## config.mk

```make
export PLATFORM = sky130hd
export DESIGN_NAME = string_blitter
export DESIGN_NICKNAME = d
export VERILOG_FILES = /design/src/inc/blit_pkg.sv /design/src/verilog/string_blitter.sv
export SDC_FILE = /design/constraint.sdc
export NUM_CORES = 1
export LEC_CHECK = 0
export ABC_CLOCK_PERIOD_IN_PS = 5700
export BUFFER_PORTS_ARGS = -buffer_cell sky130_fd_sc_hd__clkbuf_2
export CAP_MARGIN = 25
export CORE_MARGIN = 2
export CORE_UTILIZATION = 24
export CTS_CLUSTER_DIAMETER = 40
export DETAILED_ROUTE_END_ITERATION = 8
export PLACE_DENSITY_LB_ADDON = 0.15
export RECOVER_POWER = 25
export SYNTH_ARGS = -nofsm -noshare
export SYNTH_HDL_FRONTEND = slang
export SYNTH_SLANG_ARGS = --single-unit
```

## constraint.sdc

```tcl
create_clock -name clk_i -period 5.7 [get_ports clk_i]
set_clock_uncertainty 0.2 [all_clocks]
set_input_delay 0 -clock clk_i [delete_from_list [all_inputs] [get_ports clk_i]]
set_output_delay 0 -clock clk_i [all_outputs]
set_load 0.1 [all_outputs]
```

## src/inc/blit_pkg.sv

```systemverilog
package blit_pkg;

    // -------------------------------------------------------------
    // Geometry and capacity
    // -------------------------------------------------------------
    localparam int unsigned NUM_FONTS  = 2;
    localparam int unsigned FONT_CHARS = 4096;
    localparam int unsigned MAX_WIDTH  = 63;
    localparam int unsigned MAX_HEIGHT = 60;
    localparam int unsigned NUM_PLANES = 4;
    localparam int unsigned WORD_BITS  = 16;
    localparam int unsigned COORD_BITS = 12;
    localparam int unsigned MADDR_BITS = 24;

    // -------------------------------------------------------------
    // Register offsets (byte addresses)
    // -------------------------------------------------------------
    localparam logic [7:0] OFS_CTRL   = 8'h00;
    localparam logic [7:0] OFS_STATUS = 8'h04;
    localparam logic [7:0] OFS_PEN_X  = 8'h08;
    localparam logic [7:0] OFS_PEN_Y  = 8'h0C;
    localparam logic [7:0] OFS_RETURN = 8'h10;
    localparam logic [7:0] OFS_FONT0  = 8'h14;
    localparam logic [7:0] OFS_FONT1  = 8'h18;
    localparam logic [7:0] OFS_LIST   = 8'h1C;

    // -------------------------------------------------------------
    // Field layouts
    // -------------------------------------------------------------
    localparam int unsigned CTRL_START_BIT = 0;
    localparam int unsigned CTRL_CFG_LSB   = 1;
    localparam int unsigned TERM_BIT       = 3;

    typedef struct packed {
        logic [1:0] font_plane;
        logic [3:0] activity;
        logic [2:0] combine_op;
        logic       invert;
        logic       single_plane;
        logic       cell_scale;
    } ctrl_t;

    typedef struct packed {
        logic [1:0] direction;
        logic [3:0] extent;
        logic [3:0] skip;
        logic [5:0] advance;
    } attr_t;

    typedef struct packed {
        logic        cont;
        logic        font_sel;
        logic [11:0] index;
    } entry_t;

    typedef logic [NUM_PLANES-1:0][WORD_BITS-1:0] planes_t;

    // -------------------------------------------------------------
    // Reset values and encodings
    // -------------------------------------------------------------
    localparam ctrl_t CTRL_RESET = '{font_plane: 2'h0, activity: 4'hF, combine_op: 3'h3,
                                     invert: 1'b0, single_plane: 1'b0, cell_scale: 1'b0};
    localparam logic [COORD_BITS-1:0] PEN_RESET  = 12'h000;
    localparam logic [MADDR_BITS-1:0] FONT_RESET = 24'h000000;

    localparam logic [1:0] RET_NONE = 2'h0;
    localparam logic [1:0] RET_X    = 2'h1;
    localparam logic [1:0] RET_Y    = 2'h2;

    typedef enum logic [7:0] {
        ST_IDLE  = 8'h01,
        ST_ENTRY = 8'h02,
        ST_PTR   = 8'h04,
        ST_ATTR  = 8'h08,
        ST_PAT   = 8'h10,
        ST_RDD   = 8'h20,
        ST_WRD   = 8'h40,
        ST_ADV   = 8'h80
    } state_t;

endpackage : blit_pkg

```

## src/verilog/string_blitter.sv

```systemverilog
module string_blitter (
    input  wire logic                               clk_i,
    input  wire logic                               nrst_i,
    input  wire logic                               en_i,
    input  wire logic [7:0]                         reg_addr_i,
    input  wire logic [31:0]                        reg_wdata_i,
    input  wire logic                               reg_wr_i,
    input  wire logic                               reg_rd_i,
    output logic      [31:0]                        reg_rdata_o,
    output logic                                    mem_req_o,
    output logic                                    mem_we_o,
    output logic                                    mem_pixel_o,
    output logic      [blit_pkg::MADDR_BITS-1:0]    mem_addr_o,
    output blit_pkg::planes_t                       mem_wdata_o,
    output logic      [blit_pkg::WORD_BITS-1:0]     mem_wmask_o,
    output logic      [blit_pkg::NUM_PLANES-1:0]    mem_plane_we_o,
    input  wire logic                               mem_ack_i,
    input  wire blit_pkg::planes_t                  mem_rdata_i
);

    // -------------------------------------------------------------
    // State
    // -------------------------------------------------------------
    blit_pkg::state_t                       state_q, state_d;
    blit_pkg::ctrl_t                        cfg_q, cfg_d;
    blit_pkg::attr_t                        attr_q, attr_d;
    blit_pkg::entry_t                       entry_q, entry_d, cur_q, cur_d;
    blit_pkg::planes_t                      pat_q, pat_d, wdata_q, wdata_d;
    logic [blit_pkg::NUM_PLANES-1:0]        plane_we_q, plane_we_d;
    logic                                   entry_vld_q, entry_vld_d;
    logic [blit_pkg::COORD_BITS-1:0]        pen_x_q, pen_x_d, pen_y_q, pen_y_d, ret_q, ret_d;
    logic [blit_pkg::MADDR_BITS-1:0]        font0_q, font0_d, font1_q, font1_d;
    logic [blit_pkg::MADDR_BITS-1:0]        base_q, base_d, ptr_q, ptr_d, maddr_q, maddr_d;
    logic [5:0]                             row_q, row_d;
    logic [1:0]                             word_q, word_d;
    logic                                   req_q, req_d, we_q, we_d, pix_q, pix_d;
    logic [blit_pkg::WORD_BITS-1:0]         mask_q, mask_d;
    logic [31:0]                            rdata_q, rdata_d;

    // -------------------------------------------------------------
    // Geometry of the current character
    // -------------------------------------------------------------
    logic [5:0]                             lines_ext, lines_skip;
    logic [2:0]                             nwords;
    logic [6:0]                             rem_px;
    logic [4:0]                             valid_px;
    logic [blit_pkg::COORD_BITS-1:0]        x_start, dst_x, dst_y;
    logic [blit_pkg::WORD_BITS-1:0]         font_word;
    blit_pkg::planes_t                      comb_word;

    always_comb begin
        lines_ext  = cfg_q.cell_scale ? {attr_q.extent, 2'b00} : {1'b0, attr_q.extent, 1'b0};
        lines_skip = cfg_q.cell_scale ? {attr_q.skip, 2'b00} : {1'b0, attr_q.skip, 1'b0};
        nwords     = 3'((7'(attr_q.advance) + 7'd15) >> 4);
        rem_px     = 7'(attr_q.advance) - {1'b0, word_q, 4'h0};
        valid_px   = (rem_px >= 7'd16) ? 5'd16 : 5'(rem_px);
        x_start    = attr_q.direction[0] ? pen_x_q - 12'(attr_q.advance) : pen_x_q;
        dst_x      = x_start + {6'h00, word_q, 4'h0};
        dst_y      = pen_y_q + 12'(lines_skip) + 12'(row_q);
        font_word  = mem_rdata_i[cfg_q.font_plane];
    end

    // Combine source and destination per plane
    function automatic logic [15:0] combine(input logic [2:0] op, input logic [15:0] s, input logic [15:0] d);
        case (op)
            3'h0:    combine = 16'h0000;
            3'h1:    combine = s & d;
            3'h2:    combine = s & ~d;
            3'h3:    combine = s;
            3'h4:    combine = ~s & d;
            3'h5:    combine = d;
            3'h6:    combine = s ^ d;
            default: combine = s | d;
        endcase
    endfunction : combine

    genvar p;
    generate
        for (p = 0; p < blit_pkg::NUM_PLANES; p++) begin : g_plane
            logic [15:0] src;
            assign src = (cfg_q.single_plane ? pat_q[cfg_q.font_plane] : pat_q[p])
                         ^ {16{cfg_q.invert}};
            assign comb_word[p] = combine(cfg_q.combine_op, src, mem_rdata_i[p]);
        end
    endgenerate

    // -------------------------------------------------------------
    // Next state
    // -------------------------------------------------------------
    always_comb begin
        state_d     = state_q;
        cfg_d       = cfg_q;
        attr_d      = attr_q;
        entry_d     = entry_q;
        entry_vld_d = entry_vld_q;
        cur_d       = cur_q;
        pat_d       = pat_q;
        wdata_d     = wdata_q;
        pen_x_d     = pen_x_q;
        pen_y_d     = pen_y_q;
        ret_d       = ret_q;
        font0_d     = font0_q;
        font1_d     = font1_q;
        base_d      = base_q;
        ptr_d       = ptr_q;
        maddr_d     = maddr_q;
        row_d       = row_q;
        word_d      = word_q;
        req_d       = req_q & ~mem_ack_i;
        we_d        = we_q;
        pix_d       = pix_q;
        mask_d      = mask_q;
        rdata_d     = 32'h0000_0000;

        if (reg_rd_i) begin
            case (reg_addr_i)
                blit_pkg::OFS_CTRL:   rdata_d = 32'({cfg_q, 1'b0});
                blit_pkg::OFS_STATUS: rdata_d = {29'h0, state_q == blit_pkg::ST_ENTRY, entry_vld_q,
                                                 state_q != blit_pkg::ST_IDLE};
                blit_pkg::OFS_PEN_X:  rdata_d = 32'(pen_x_q);
                blit_pkg::OFS_PEN_Y:  rdata_d = 32'(pen_y_q);
                blit_pkg::OFS_RETURN: rdata_d = 32'(ret_q);
                blit_pkg::OFS_FONT0:  rdata_d = 32'(font0_q);
                blit_pkg::OFS_FONT1:  rdata_d = 32'(font1_q);
                blit_pkg::OFS_LIST:   rdata_d = 32'(entry_q);
                default:              rdata_d = 32'h0000_0000;
            endcase
        end

        // Engine
        case (state_q)
            blit_pkg::ST_IDLE: begin
                row_d  = 6'd0;
                word_d = 2'd0;
            end
            blit_pkg::ST_ENTRY: begin
                if (entry_vld_q) begin
                    cur_d       = entry_q;
                    entry_vld_d = 1'b0;
                    base_d      = entry_q.font_sel ? font1_q : font0_q;
                    maddr_d     = (entry_q.font_sel ? font1_q : font0_q) + 24'(entry_q.index);
                    req_d       = 1'b1;
                    we_d        = 1'b0;
                    pix_d       = 1'b0;
                    state_d     = blit_pkg::ST_PTR;
                end
            end
            blit_pkg::ST_PTR: begin
                if (mem_ack_i) begin
                    maddr_d = base_q + 24'(font_word);
                    req_d   = 1'b1;
                    state_d = blit_pkg::ST_ATTR;
                end
            end
            blit_pkg::ST_ATTR: begin
                if (mem_ack_i) begin
                    attr_d = font_word;
                    ptr_d  = maddr_q + 24'd1;
                    row_d  = 6'd0;
                    word_d = 2'd0;
                    if (font_word[13:10] == 4'h0) begin
                        case (font_word[7:6])
                            blit_pkg::RET_X: pen_x_d = ret_q;
                            blit_pkg::RET_Y: pen_y_d = ret_q;
                            default:         pen_x_d = pen_x_q;
                        endcase
                        state_d = (font_word[6 + blit_pkg::TERM_BIT] || !cur_q.cont) ?
                                  blit_pkg::ST_IDLE : blit_pkg::ST_ENTRY;
                    end else if (font_word[5:0] == 6'd0) begin
                        state_d = blit_pkg::ST_ADV;
                    end else begin
                        maddr_d = maddr_q + 24'd1;
                        req_d   = 1'b1;
                        state_d = blit_pkg::ST_PAT;
                    end
                end
            end
            blit_pkg::ST_PAT: begin
                if (mem_ack_i) begin
                    pat_d   = mem_rdata_i;
                    ptr_d   = ptr_q + 24'd1;
                    maddr_d = {dst_y, dst_x};
                    pix_d   = 1'b1;
                    req_d   = 1'b1;
                    state_d = blit_pkg::ST_RDD;
                end
            end
            blit_pkg::ST_RDD: begin
                if (mem_ack_i) begin
                    wdata_d = comb_word;
                    we_d    = 1'b1;
                    req_d   = 1'b1;
                    mask_d  = ~(16'hFFFF >> valid_px);
                    state_d = blit_pkg::ST_WRD;
                end
            end
            blit_pkg::ST_WRD: begin
                if (mem_ack_i) begin
                    we_d    = 1'b0;
                    pix_d   = 1'b0;
                    maddr_d = ptr_q;
                    if (3'(word_q) + 3'd1 < nwords) begin
                        word_d  = word_q + 2'd1;
                        req_d   = 1'b1;
                        state_d = blit_pkg::ST_PAT;
                    end else if (row_q + 6'd1 < lines_ext) begin
                        word_d  = 2'd0;
                        row_d   = row_q + 6'd1;
                        req_d   = 1'b1;
                        state_d = blit_pkg::ST_PAT;
                    end else begin
                        state_d = blit_pkg::ST_ADV;
                    end
                end
            end
            blit_pkg::ST_ADV: begin
                pen_x_d = attr_q.direction[0] ? pen_x_q - 12'(attr_q.advance)
                                              : pen_x_q + 12'(attr_q.advance);
                state_d = cur_q.cont ? blit_pkg::ST_ENTRY : blit_pkg::ST_IDLE;
            end
            default: state_d = blit_pkg::ST_IDLE;
        endcase

        if (reg_wr_i) begin
            case (reg_addr_i)
                blit_pkg::OFS_CTRL: begin
                    if (state_q == blit_pkg::ST_IDLE) begin
                        cfg_d = reg_wdata_i[blit_pkg::CTRL_CFG_LSB +: $bits(blit_pkg::ctrl_t)];
                        if (reg_wdata_i[blit_pkg::CTRL_START_BIT]) begin
                            state_d = blit_pkg::ST_ENTRY;
                        end
                    end
                end
                blit_pkg::OFS_PEN_X:  if (state_q == blit_pkg::ST_IDLE) pen_x_d = reg_wdata_i[11:0];
                blit_pkg::OFS_PEN_Y:  if (state_q == blit_pkg::ST_IDLE) pen_y_d = reg_wdata_i[11:0];
                blit_pkg::OFS_RETURN: ret_d   = reg_wdata_i[11:0];
                blit_pkg::OFS_FONT0:  font0_d = reg_wdata_i[23:0];
                blit_pkg::OFS_FONT1:  font1_d = reg_wdata_i[23:0];
                blit_pkg::OFS_LIST: begin
                    entry_d     = reg_wdata_i[13:0];
                    entry_vld_d = 1'b1;
                end
                default: ;
            endcase
        end
        plane_we_d = we_d ? cfg_q.activity : 4'h0;
    end

    // -------------------------------------------------------------
    // Registers
    // -------------------------------------------------------------
    always_ff @(posedge clk_i or negedge nrst_i) begin
        if (!nrst_i) begin
            state_q     <= blit_pkg::ST_IDLE;
            cfg_q       <= blit_pkg::CTRL_RESET;
            attr_q      <= '0;
            entry_q     <= '0;
            entry_vld_q <= 1'b0;
            cur_q       <= '0;
            pat_q       <= '0;
            plane_we_q  <= 4'h0;
            wdata_q     <= '0;
            pen_x_q     <= blit_pkg::PEN_RESET;
            pen_y_q     <= blit_pkg::PEN_RESET;
            ret_q       <= blit_pkg::PEN_RESET;
            font0_q     <= blit_pkg::FONT_RESET;
            font1_q     <= blit_pkg::FONT_RESET;
            base_q      <= blit_pkg::FONT_RESET;
            ptr_q       <= blit_pkg::FONT_RESET;
            maddr_q     <= blit_pkg::FONT_RESET;
            row_q       <= 6'd0;
            word_q      <= 2'd0;
            req_q       <= 1'b0;
            we_q        <= 1'b0;
            pix_q       <= 1'b0;
            mask_q      <= 16'h0000;
            rdata_q     <= 32'h0000_0000;
        end else if (en_i) begin
            state_q     <= state_d;
            cfg_q       <= cfg_d;
            attr_q      <= attr_d;
            entry_q     <= entry_d;
            entry_vld_q <= entry_vld_d;
            cur_q       <= cur_d;
            pat_q       <= pat_d;
            plane_we_q  <= plane_we_d;
            wdata_q     <= wdata_d;
            pen_x_q     <= pen_x_d;
            pen_y_q     <= pen_y_d;
            ret_q       <= ret_d;
            font0_q     <= font0_d;
            font1_q     <= font1_d;
            base_q      <= base_d;
            ptr_q       <= ptr_d;
            maddr_q     <= maddr_d;
            row_q       <= row_d;
            word_q      <= word_d;
            req_q       <= req_d;
            we_q        <= we_d;
            pix_q       <= pix_d;
            mask_q      <= mask_d;
            rdata_q     <= rdata_d;
        end
    end

    assign reg_rdata_o    = rdata_q;
    assign mem_req_o      = req_q;
    assign mem_we_o       = we_q;
    assign mem_pixel_o    = pix_q;
    assign mem_addr_o     = maddr_q;
    assign mem_wdata_o    = wdata_q;
    assign mem_wmask_o    = mask_q;
    assign mem_plane_we_o = plane_we_q;

endmodule : string_blitter

```

Word level (Yosys, flattened, before mapping)

Cells that the tools add are included.

Bits in registers: 398
Input port bits: 110
Logic and storage cells: 246

Bitwise logic cells: 35
Reductions and logical operators: 25
Mux-type cells: 93
Equality and inequality tests: 34
Order comparisons: 4
Add/subtract/negate cells: 14
Shift operators: 1

Operator list:

| cell                  | count |
|---|---|
| $pmux 16 s7           | 4 |
| $mux 24               | 11 |
| $and 16x16->16        | 12 |
| $pmux 24 s8           | 1 |
| $mux 12               | 15 |
| $not 16->16           | 9 |
| $xor 16x16->16        | 8 |
| $pmux 24 s5           | 1 |
| $mux 8                | 14 |
| $mux 16               | 6 |
| $bmux 16 s2           | 2 |
| $or 16x16->16         | 4 |
| $pmux 8 s8            | 1 |
| $add 12x6->12         | 4 |
| $add 24x1->24 const B | 2 |
| $pmux 24 s2           | 1 |
| $eq 8x5->1 const B    | 5 |
| $mux 6                | 6 |
| $add 24x12->24        | 1 |
| $add 24x16->24        | 1 |
| $eq 8x4->1 const B    | 3 |
| $pmux 12 s2           | 1 |
| $reduce_and 3->1      | 8 |
| $ne 2x2->1 const B    | 9 |
| 48 further kinds      | 77 |

Depth between registers and ports, before layout

Gate-level depths: netlist of run 1.

Word-level depth: 11
Gate-level depth with buffers: 17
Depth with buffers taken out: 17

Worst setup path after synthesis of run 1

OpenSTA, ideal clock, no wires.

Kind: flip-flop to flip-flop
Start point: register attr_q[2] in the netlist's numbering
End point: register maddr_q (netlist bit mem_addr_o[9])
Period minus slack after synthesis: 3.890 ns
Setup time: 0.147 ns
Cell stages (with the launch flop): 18
Data required time: 5.353 ns
Arrival: 3.543 ns
Slack: 1.810 ns
Path through: dfrtp_1 > clkbuf_1 > inv_1 > ha_1 > buf_2 > o21a_1 > o31a_1 > o21ai_0 > nor2b_1 > xnor2_1 > mux2_2 > ha_1 > a21oi_1 > or2_2 > a22oi_1 > xnor2_1 > a2111oi_0 > a311oi_1

Word-level cells in the longest chain between the ends: 5

RTL lines:

| element                  | line                  | RTL |
|---|---|---|
| start: declaration       | string_blitter.sv:26  | `blit_pkg::attr_t attr_q, attr_d;` |
| start signal: assignment | string_blitter.sv:281 | `attr_q <= attr_d;` |
| $sub 12x6->12            | string_blitter.sv:57  | `x_start = attr_q.direction[0] ? pen_x_q - 12'(attr_q.advance) : pen_x_q;` |
| $mux 12                  | string_blitter.sv:57  |  |
| $add 12x6->12            | string_blitter.sv:58  | `dst_x = x_start + {6'h00, word_q, 4'h0};` |
| $mux 24                  | string_blitter.sv:179 | `if (mem_ack_i) begin` |
| $pmux 24 s5              | string_blitter.sv:131 | `case (state_q)` |
| end signal: assignment   | string_blitter.sv:270 | `maddr_q <= blit_pkg::FONT_RESET;` |
| end signal: assignment   | string_blitter.sv:295 | `maddr_q <= maddr_d;` |
| end: declaration         | string_blitter.sv:33  | `logic [blit_pkg::MADDR_BITS-1:0] base_q, base_d, ptr_q, ptr_d, maddr_q, maddr_d;` |

Every way passes these cells. The select of a mux whose other input is x is not followed.
A chain may end at the register's enable or synchronous reset.

Final worst setup path of run 1

Start point: register cfg_q[10] in the netlist's numbering
End point: register maddr_q (netlist bit mem_addr_o[9])

Word-level cells in the longest chain between the ends: 5
Elaborated cells on any way between the ends: 10
Those cells by class: add/sub (1); eq/ne (2); mux (4); reduce/logical (3)

RTL lines:

| element                                                  | line                                         | RTL |
|---|---|---|
| start: declaration                                       | string_blitter.sv:25                         | `blit_pkg::ctrl_t cfg_q, cfg_d;` |
| start signal: assignment                                 | string_blitter.sv:255                        | `cfg_q <= blit_pkg::CTRL_RESET;` |
| start signal: assignment                                 | string_blitter.sv:280                        | `cfg_q <= cfg_d;` |
| $bmux 16 s2 *                                            | string_blitter.sv:60                         | `font_word = mem_rdata_i[cfg_q.font_plane];` |
| $mux 16 (not written as such) *                          | string_blitter.sv:60                         |  |
| via font_word, one bit                                   | string_blitter.sv:48                         | `logic [blit_pkg::WORD_BITS-1:0] font_word;` |
| $add 24x16->24 / $logic_not 6->1 (equally long branches) | string_blitter.sv:150, string_blitter.sv:169 |  |
| $mux 24 / $ne 2x2->1 (equally long branches)             | n/a                                          |  |
| $pmux 24 s5 / $reduce_and 9->1 (equally long branches)   | n/a                                          |  |

The timed path passes the listed nets; every way through them passes the cells marked *. The select of a mux whose other input is x is not followed.

==> flow_metrics.tcl, run 1 <==
set metrics [dict create \
    slew_viol_final 203 \
    highest_layer "met5" \
    synth_ff_type "dfrtp_1" \
    postRouteAntennaNets 0 \
    routedWlPerCell_um 23.7 \
    wl_met3_mm 5.10 \
    r2r_slack_ns 1.22 \
    cts_tree "built" \
    worstRegToRegCells 11 \
    dp_cells 4618 \
    worstSetupPathType "reg2reg" \
    fin_crit_sh 0.786 \
    die_area_um2 117000 \
    num_vias 24923 \
    synth_edf_count 0 \
    async_reset_ff_frac 1.00 \
    nFillCells 11942 \
    clk_path_buf_depth 3 \
    hold_viol 0 \
    drtIter0Drc 1764 \
    antenna_found_initial 6 \
    fin_cells 4930 \
    row_count 123 \
    required_ns 5.99 \
    h-tree-depth 3 \
    cp-endpoint "mem_addr_o[9]$_DFFE_PN0P_" \
    hold_class "in2reg" \
    clk_pin_slew_ns 0.05 \
    vias_per_cell 5.06 \
    setup_tns_ns 0 \
    ys_ff_latch 390 \
    clkSinkCount 390 \
    total_power_mw 10.7 \
    end_kind "flop" \
    worstSetupStartpointType "flop" \
    cts_root_buf "clkbuf_16" \
    min_from "reg_wdata_i[10]" \
    min_period_ns 4.48 \
    worst_slew_pin_slew_ns 2.93 \
    drc 0 \
    finalSetupViolCount 0 \
    grt_use_total 0.198 \
    start_util 0.243 \
    rr_startpoint "cfg_q[10]$_DFFE_PN0P_" \
    gp_congestion 0.854 \
    cts_buffers 102 \
    ys_warn_count 0 \
    insertion_delay_ns 0.69 \
    relSlewSlack -0.955 \
    r2r_end "mem_addr_o[9]$_DFFE_PN0P_" \
    fin_nets 3656 \
    postCtsSetupRepairBufs 0 \
    cp_max_fo 20 \
    route.met2.wl_mm 57.1 \
    die_x_um 342 \
    pin_count 253 \
    seq_area_frac_synth 0.357 \
    ys_top_cells_by_area "dfrtp_1 (35%), ha_1 (8.6%), o21ai_0 (6.1%)" \
    first_pass_iters 5 \
    ir_worst_vdd_mv 0.194 \
    dieHeight_um 342 \
    max_freq_mhz 223 \
    violations "capacitance limit, slew limit" \
    synth_top_area_share 0.350 \
    status "finished, violations left" \
    ys_types 87 \
    areaGrowthSynthToFinish_pct 27.7 \
    port-buffer-count 236 \
    grt_pass1_vias 24881 \
    hpwl_mm 83.5 \
    drt-total-wl_mm 117 \
    rsz0062_at_grt "false" \
    maxCapViolations 3 \
    drive_above_1_share 0.196 \
    cp-startpoint "cfg_q[10]$_DFFE_PN0P_" \
    leakage_nw 15.2 \
    grt_overflow_total 0 \
    avgSynthCellArea_um2 8.97 \
    grt_max_degree 131 \
    synthCells 3049 \
    arrival_ns 4.77 \
    synth_area_leader_cell "dfrtp_1" \
    core_um2 113000 \
    grt_first_pass_wirelength_mm 174 \
    wl_met1_mm 52.3 \
    power_density_nw_per_um2 307 \
    netlist_area_um2 27400 \
]
## per-stage QoR
step	setup slack (ns)	util	instance area [um^2]	hold WS, ns
6_report	1.22	0.310	34900	0.0446
5_1_grt	0.692	0.310	34900	0.0485
4_1_cts	1.20	0.310	35000	0.00266
3_5_place_dp	1.22	0.267	30100	-0.112
3_3_place_gp	1.27	0.266	30000	-0.116
2_1_floorplan	1.81	-	27400	-0.496
## worst max-delay path, stage by stage (launching register included)
cell and delay [ns]:
dfrtp_2 0.88, buf_4 0.32, mux4_2 0.67, ha_1 0.34, a211o_1 0.26, a21oi_1 0.21, o21ai_0 0.25, a21boi_0 0.28
xor2_1 0.19, o221ai_1 0.13, a2111oi_0 0.45, a311oi_1 0.08
## worst min-delay path by stage
stage          slack, ns                          end  depth (start not counted)
2_1_floorplan      -0.50        attr_q[0]$_DFFE_PN0P_                          0
3_3_place_gp       -0.12  mem_wmask_o[12]$_DFFE_PN0P_                          1
3_5_place_dp       -0.11  mem_wmask_o[12]$_DFFE_PN0P_                          1
4_1_cts            0.003        pat_q[43]$_DFFE_PN0P_                          4
5_1_grt             0.05      font0_q[10]$_DFFE_PN0P_                          3
6_report            0.04      font0_q[10]$_DFFE_PN0P_                          3
## state kept, by name, indices dropped and copies added (netlist names), 6 cells and up
register,count
pen_x_q,12
attr_q,15
font0_q,24
cfg_q,12
font1_q,24
base_q,24
reg_rdata_o,24
pat_q,64
mem_wdata_o,64
ret_q,12
entry_q,14
row_q,6
ptr_q,24
state_q,8
mem_wmask_o,16
pen_y_q,12
mem_addr_o,24
## synth_stat cells, types with 6 or more instances
cell type and number:
ha_1 188, mux4_2 33, xor2_1 32, or2_2 7
a22oi_1 34, nand2_1 230, a32o_1 65, o21ai_0 335
nor4_1 11, buf_4 13, dfrtp_1 383, nand2b_1 15
a21o_1 22, a211oi_1 8, or3_1 11, o22a_1 8
and2_1 27, clkbuf_1 168, nor2b_1 16, fa_1 12
a22o_1 10, o31ai_1 10, dfstp_2 7, nand4_1 14
inv_1 174, buf_2 27, a222oi_1 13, a221oi_1 21
nor3_1 29, o221ai_1 8, o22ai_1 85, o21a_1 13
a21oi_1 321, a31oi_1 24, and3_1 24, nor2_1 187
xnor2_1 121, a32oi_1 7, nand3_1 52, nor4b_1 6
mux2_2 123, buf_1 18, mux2i_1 26, o2bb2ai_1 17
## metal layers
layer,global-route usage,vias up
met5,0,-
met4,0.0508,6
met3,0.0262,153
met2,0.336,638
met1,0.266,12424
li1,-,11702
## power breakdown
| part | leakage [nW] | switching [mW] | internal [mW] | total [mW] |
|---|---|---|---|---|
| Sequential | 5.28 | 0.214 | 2.89 | 3.10 |
| Clock | 1.80 | 1.94 | 4.22 | 6.17 |
| Combinational | 8.15 | 1.05 | 0.411 | 1.47 |
| Total | 15.2 | 3.21 | 7.52 | 10.7 |
## cells by family (layout without fill, tap and decap cells)
kind of cell,Yosys count,in the layout,synth area share
simple gates,658,658,0.112
fa+ha+maj,200,200,0.0947
compound gates,1062,1062,0.241
other cells,1,11,0.000137
flops,390,390,0.357
xor+xnor,153,153,0.0490
buf+inv,403,774,0.0588
mux,182,182,0.0873
## cell usage in the layout, fill, tap and decap left out, drive strengths merged, types with 10 or more instances in the layout
cell type / n
dfrtp: 383
clkbuf: 365
o21ai: 336
a21oi: 322
nand2: 230
ha: 188
nor2: 188
inv: 180
mux2: 123
dlygate4sd3: 122
xnor2: 121
o22ai: 85
a32o: 65
nand3: 53
buf: 53
clkinv: 35
a22oi: 34
mux4: 33
xor2: 32
nor3: 29
and2: 28
mux2i: 26
a31oi: 24
and3: 24
a21o: 22
a221oi: 21
o2bb2ai: 17
bufinv: 17
nor2b: 16
nand2b: 15
nand4: 14
o21a: 13
a222oi: 13
nor4: 13
fa: 12
or3: 11
a22o: 10
o31ai: 10
## final cells by class
type,count,area (um^2),area share
multi-input combinational,2263,16100,0.461
sequential,390,9780,0.280
timing repair buffer,414,2870,0.0822
clock buffer,126,2790,0.0799
tap,1500,1880,0.0537
clock inverter,59,858,0.0246
inverter,175,657,0.0188
antenna,3,7.51,0.000215
## timing repair
action,in CTS,in global routing
hold buffers,123,0
resized for setup,0,0
endpoints found under the hold margin,666,0
(Power assumes the default switching activity.)
==> run 2, diff against run 1 <==
- ABC_AREA: unset -> 1
- ABC_CLOCK_PERIOD_IN_PS: 5700 -> 4550
- clock period: 5.7 -> 4.55 ns (I/O delays scaled with it)
==> run 2 against run 1 <==
The run still ends with capacitance limit, slew limit left. Cell count rose by 26%. Critical endpoint is now mem_addr_o[20]$_DFFE_PN0P_. Global-route usage up 0.81 points. Critical path type unchanged. Clock power up 29%. Via count grew 21%. Power grew 33%.
==> flow_metrics.tcl, run 2 <==
set metrics [dict create \
    status "finished, violations left" \
    violations "capacitance limit, slew limit" \
    slew_viol_final 395 \
    maxCapViolations 5 \
    cts_buffers 105 \
    netlist_area_um2 29600 \
    r2r_slack_ns 0.62 \
    h-tree-depth 3 \
    cp-endpoint "mem_addr_o[20]$_DFFE_PN0P_" \
    nFillCells 13326 \
    rsz0062_at_grt "false" \
    grt_use_total 0.207 \
    setup_tns_ns 0 \
    drc 0 \
    cp-startpoint "cfg_q[10]$_DFFE_PN0P_" \
    fin_nets 4789 \
    grt_first_pass_wirelength_mm 196 \
    gp_congestion 0.889 \
    clkSinkCount 390 \
    clk_pin_slew_ns 0.05 \
    finalSetupViolCount 0 \
    hold_viol 0 \
    power_density_nw_per_um2 382 \
    worst_slew_pin_slew_ns 3.10 \
    synthCells 4157 \
    whs_ns 0.0338 \
    cp_num_cells 21 \
    cp_max_fo 60 \
    seq_area_um2 9780 \
    ys_top_cells_by_count "nand2_1 (1,030), inv_1 (417), o21ai_0 (392), dfrtp_1 (383), nor2_1 (302)" \
    dieHeight_um 355 \
    max_freq_mhz 255 \
    grt_overflow_total 0 \
    antenna_found_initial 4 \
    min_period_ns 3.93 \
    vias_per_cell 4.86 \
    drive_above_1_share 0.151 \
    synth_edf_count 0 \
    end_kind "flop" \
    leakage_nw 18.2 \
    cp_slowest_cell "dfrtp_4" \
    fin_crit_sh 0.863 \
    postCtsResizedCells 0 \
    crit_chain "a21oi_1, o21ai_0, nand2_1, inv_1, ha_1, inv_1, fa_1, inv_1, nand3_1, nand2_1, nand3_1, nand2_1, nand3_1, nand2_1, nand2_1, nand2_1, nand3_1, nand3_1, nand3_1, nand2_1, o21ai_2" \
    grt_pass1_vias 28949 \
    rr_startpoint "cfg_q[10]$_DFFE_PN0P_" \
    areaGrowthSynthToFinish_pct 26.4 \
    synth_area_leader_cell "dfrtp_1" \
    ys_top_cells_by_area "dfrtp_1 (32%), nand2_1 (13%), ha_1 (7.9%)" \
    die_x_um 355 \
    yosysMostFrequentCell "nand2_1" \
    path_buf_inv 3 \
    total_power_mw 14.3 \
    ys_ff_latch 390 \
    ir_worst_vdd_mv 0.265 \
    arrival_ns 4.26 \
    port-buffer-count 236 \
    worstRegToRegCells 21 \
    cts_root_buf "clkbuf_16" \
    postRouteAntennaNets 0 \
    hpwl_mm 98.6 \
    start_util 0.242 \
    required_ns 4.88 \
    cts_tree "built" \
    hold_class "in2reg" \
    avgSynthCellArea_um2 7.13 \
    synth_top_area_share 0.323 \
    drt-total-wl_mm 133 \
    layout_common_cells "nand2_1 (1,029), inv_1 (415), o21ai_0 (392), dfrtp_1 (381), nor2_1 (300)" \
    grt_max_degree 143 \
    core_um2 122000 \
    max_stage_delay_ns 0.79 \
    crit_top_cell "nand2_1" \
    crit_family "simple AND/OR/NAND/NOR gates" \
    r2r_end "mem_addr_o[20]$_DFFE_PN0P_" \
    first_pass_iters 8 \
    async_reset_ff_frac 1.00 \
    routedWlPerCell_um 21.5 \
    synth_ff_type "dfrtp_1" \
    relSlewSlack -1.06 \
    ys_types 62 \
    row_count 128 \
    clk_path_buf_depth 3 \
    pin_count 253 \
    final_common_cell "nand2_1" \
    insertion_delay_ns 0.69 \
    worstSetupStartpointType "flop" \
    multi_input_area_um2 17100 \
    seq_area_frac_synth 0.330 \
    worstSetupPathType "reg2reg" \
    die_area_um2 126000 \
    drtIter0Drc 2397 \
    ys_warn_count 0 \
    num_vias 30118 \
]
run 2: per-layer routing:
layer  up-vias  share of wire  GRT usage
met5         -       0.000098          0
met4         2          0.033     0.0719
met3       188          0.044     0.0252
met2       888           0.48      0.350
met1     14484           0.44      0.270
li1      14556              -          -
run 2: repair_timing:
item / in CTS / in global routing
endpoints found under the hold margin: 667 / 0
hold buffers: 115 / 0
endpoints found under the setup margin: 0 / 0
buffers inserted: 0 / 0
run 2: how the worst min path moves through the flow:
stage / startpoint / cells after the start / end / slack, ns
floorplan: nrst_i / 0 / attr_q[0]$_DFFE_PN0P_ / -0.50
global placement: nrst_i / 1 / mem_wdata_o[51]$_DFFE_PN0P_ / -0.18
detailed placement: nrst_i / 1 / mem_wdata_o[51]$_DFFE_PN0P_ / -0.19
CTS: reg_addr_i[4] / 6 / reg_rdata_o[14]$_DFFE_PN0P_ / 0.005
global route: reg_addr_i[4] / 8 / reg_rdata_o[4]$_DFFE_PN0P_ / 0.07
finish: reg_addr_i[4] / 6 / reg_rdata_o[14]$_DFFE_PN0P_ / 0.03
run 2: cell families (layout without fill, tap and decap cells):
kind of cell | Yosys count | after routing | share of synthesized area
DFF | 390 | 390 | 0.330
and+or+nand+nor | 1765 | 1765 | 0.253
other | 1 | 11 | 0.000127
muxes | 15 | 15 | 0.00557
AOI/OAI and AO/OA | 977 | 977 | 0.196
buffers and inverters | 706 | 1111 | 0.0967
xor gates and xnor gates | 103 | 103 | 0.0312
adders and majority gates | 200 | 200 | 0.0875
run 2: final cells by class:
class                   count  share of cell area
well taps                1625              0.0543
multi-input cells        3068               0.456
clock buffers             134              0.0782
clock inverters            63              0.0232
flip-flops and latches    390               0.261
diodes                      3            0.000201
repair buffers            426              0.0783
inverters                 488              0.0491
run 2: worst min-delay path: cells and delay by family:
family / cells / cell delay (ns)
simple gates: 2 / 0.30
buf+inv: 2 / 0.28
compound gates: 2 / 0.30
run 2: through the flow:
| step | std cells | area, um^2 | util | setup slack (ns) |
|---|---|---|---|---|
| floorplan | 4164 | 29700 | - | 1.41 |
| global placement | 5882 | 32500 | 0.266 | 0.723 |
| detailed placement | 5882 | 32500 | 0.266 | 0.709 |
| CTS | 6194 | 37500 | 0.307 | 0.662 |
| global route | 6196 | 37400 | 0.306 | 0.249 |
| finish | 6197 | 37400 | 0.306 | 0.622 |
run 2: power breakdown:
group | total (mW) | leakage (nW) | internal (mW) | switching (mW)
logic | 2.42 | 11.3 | 0.553 | 1.87
registers | 3.90 | 5.16 | 3.64 | 0.255
clock network | 7.99 | 1.81 | 5.48 | 2.51
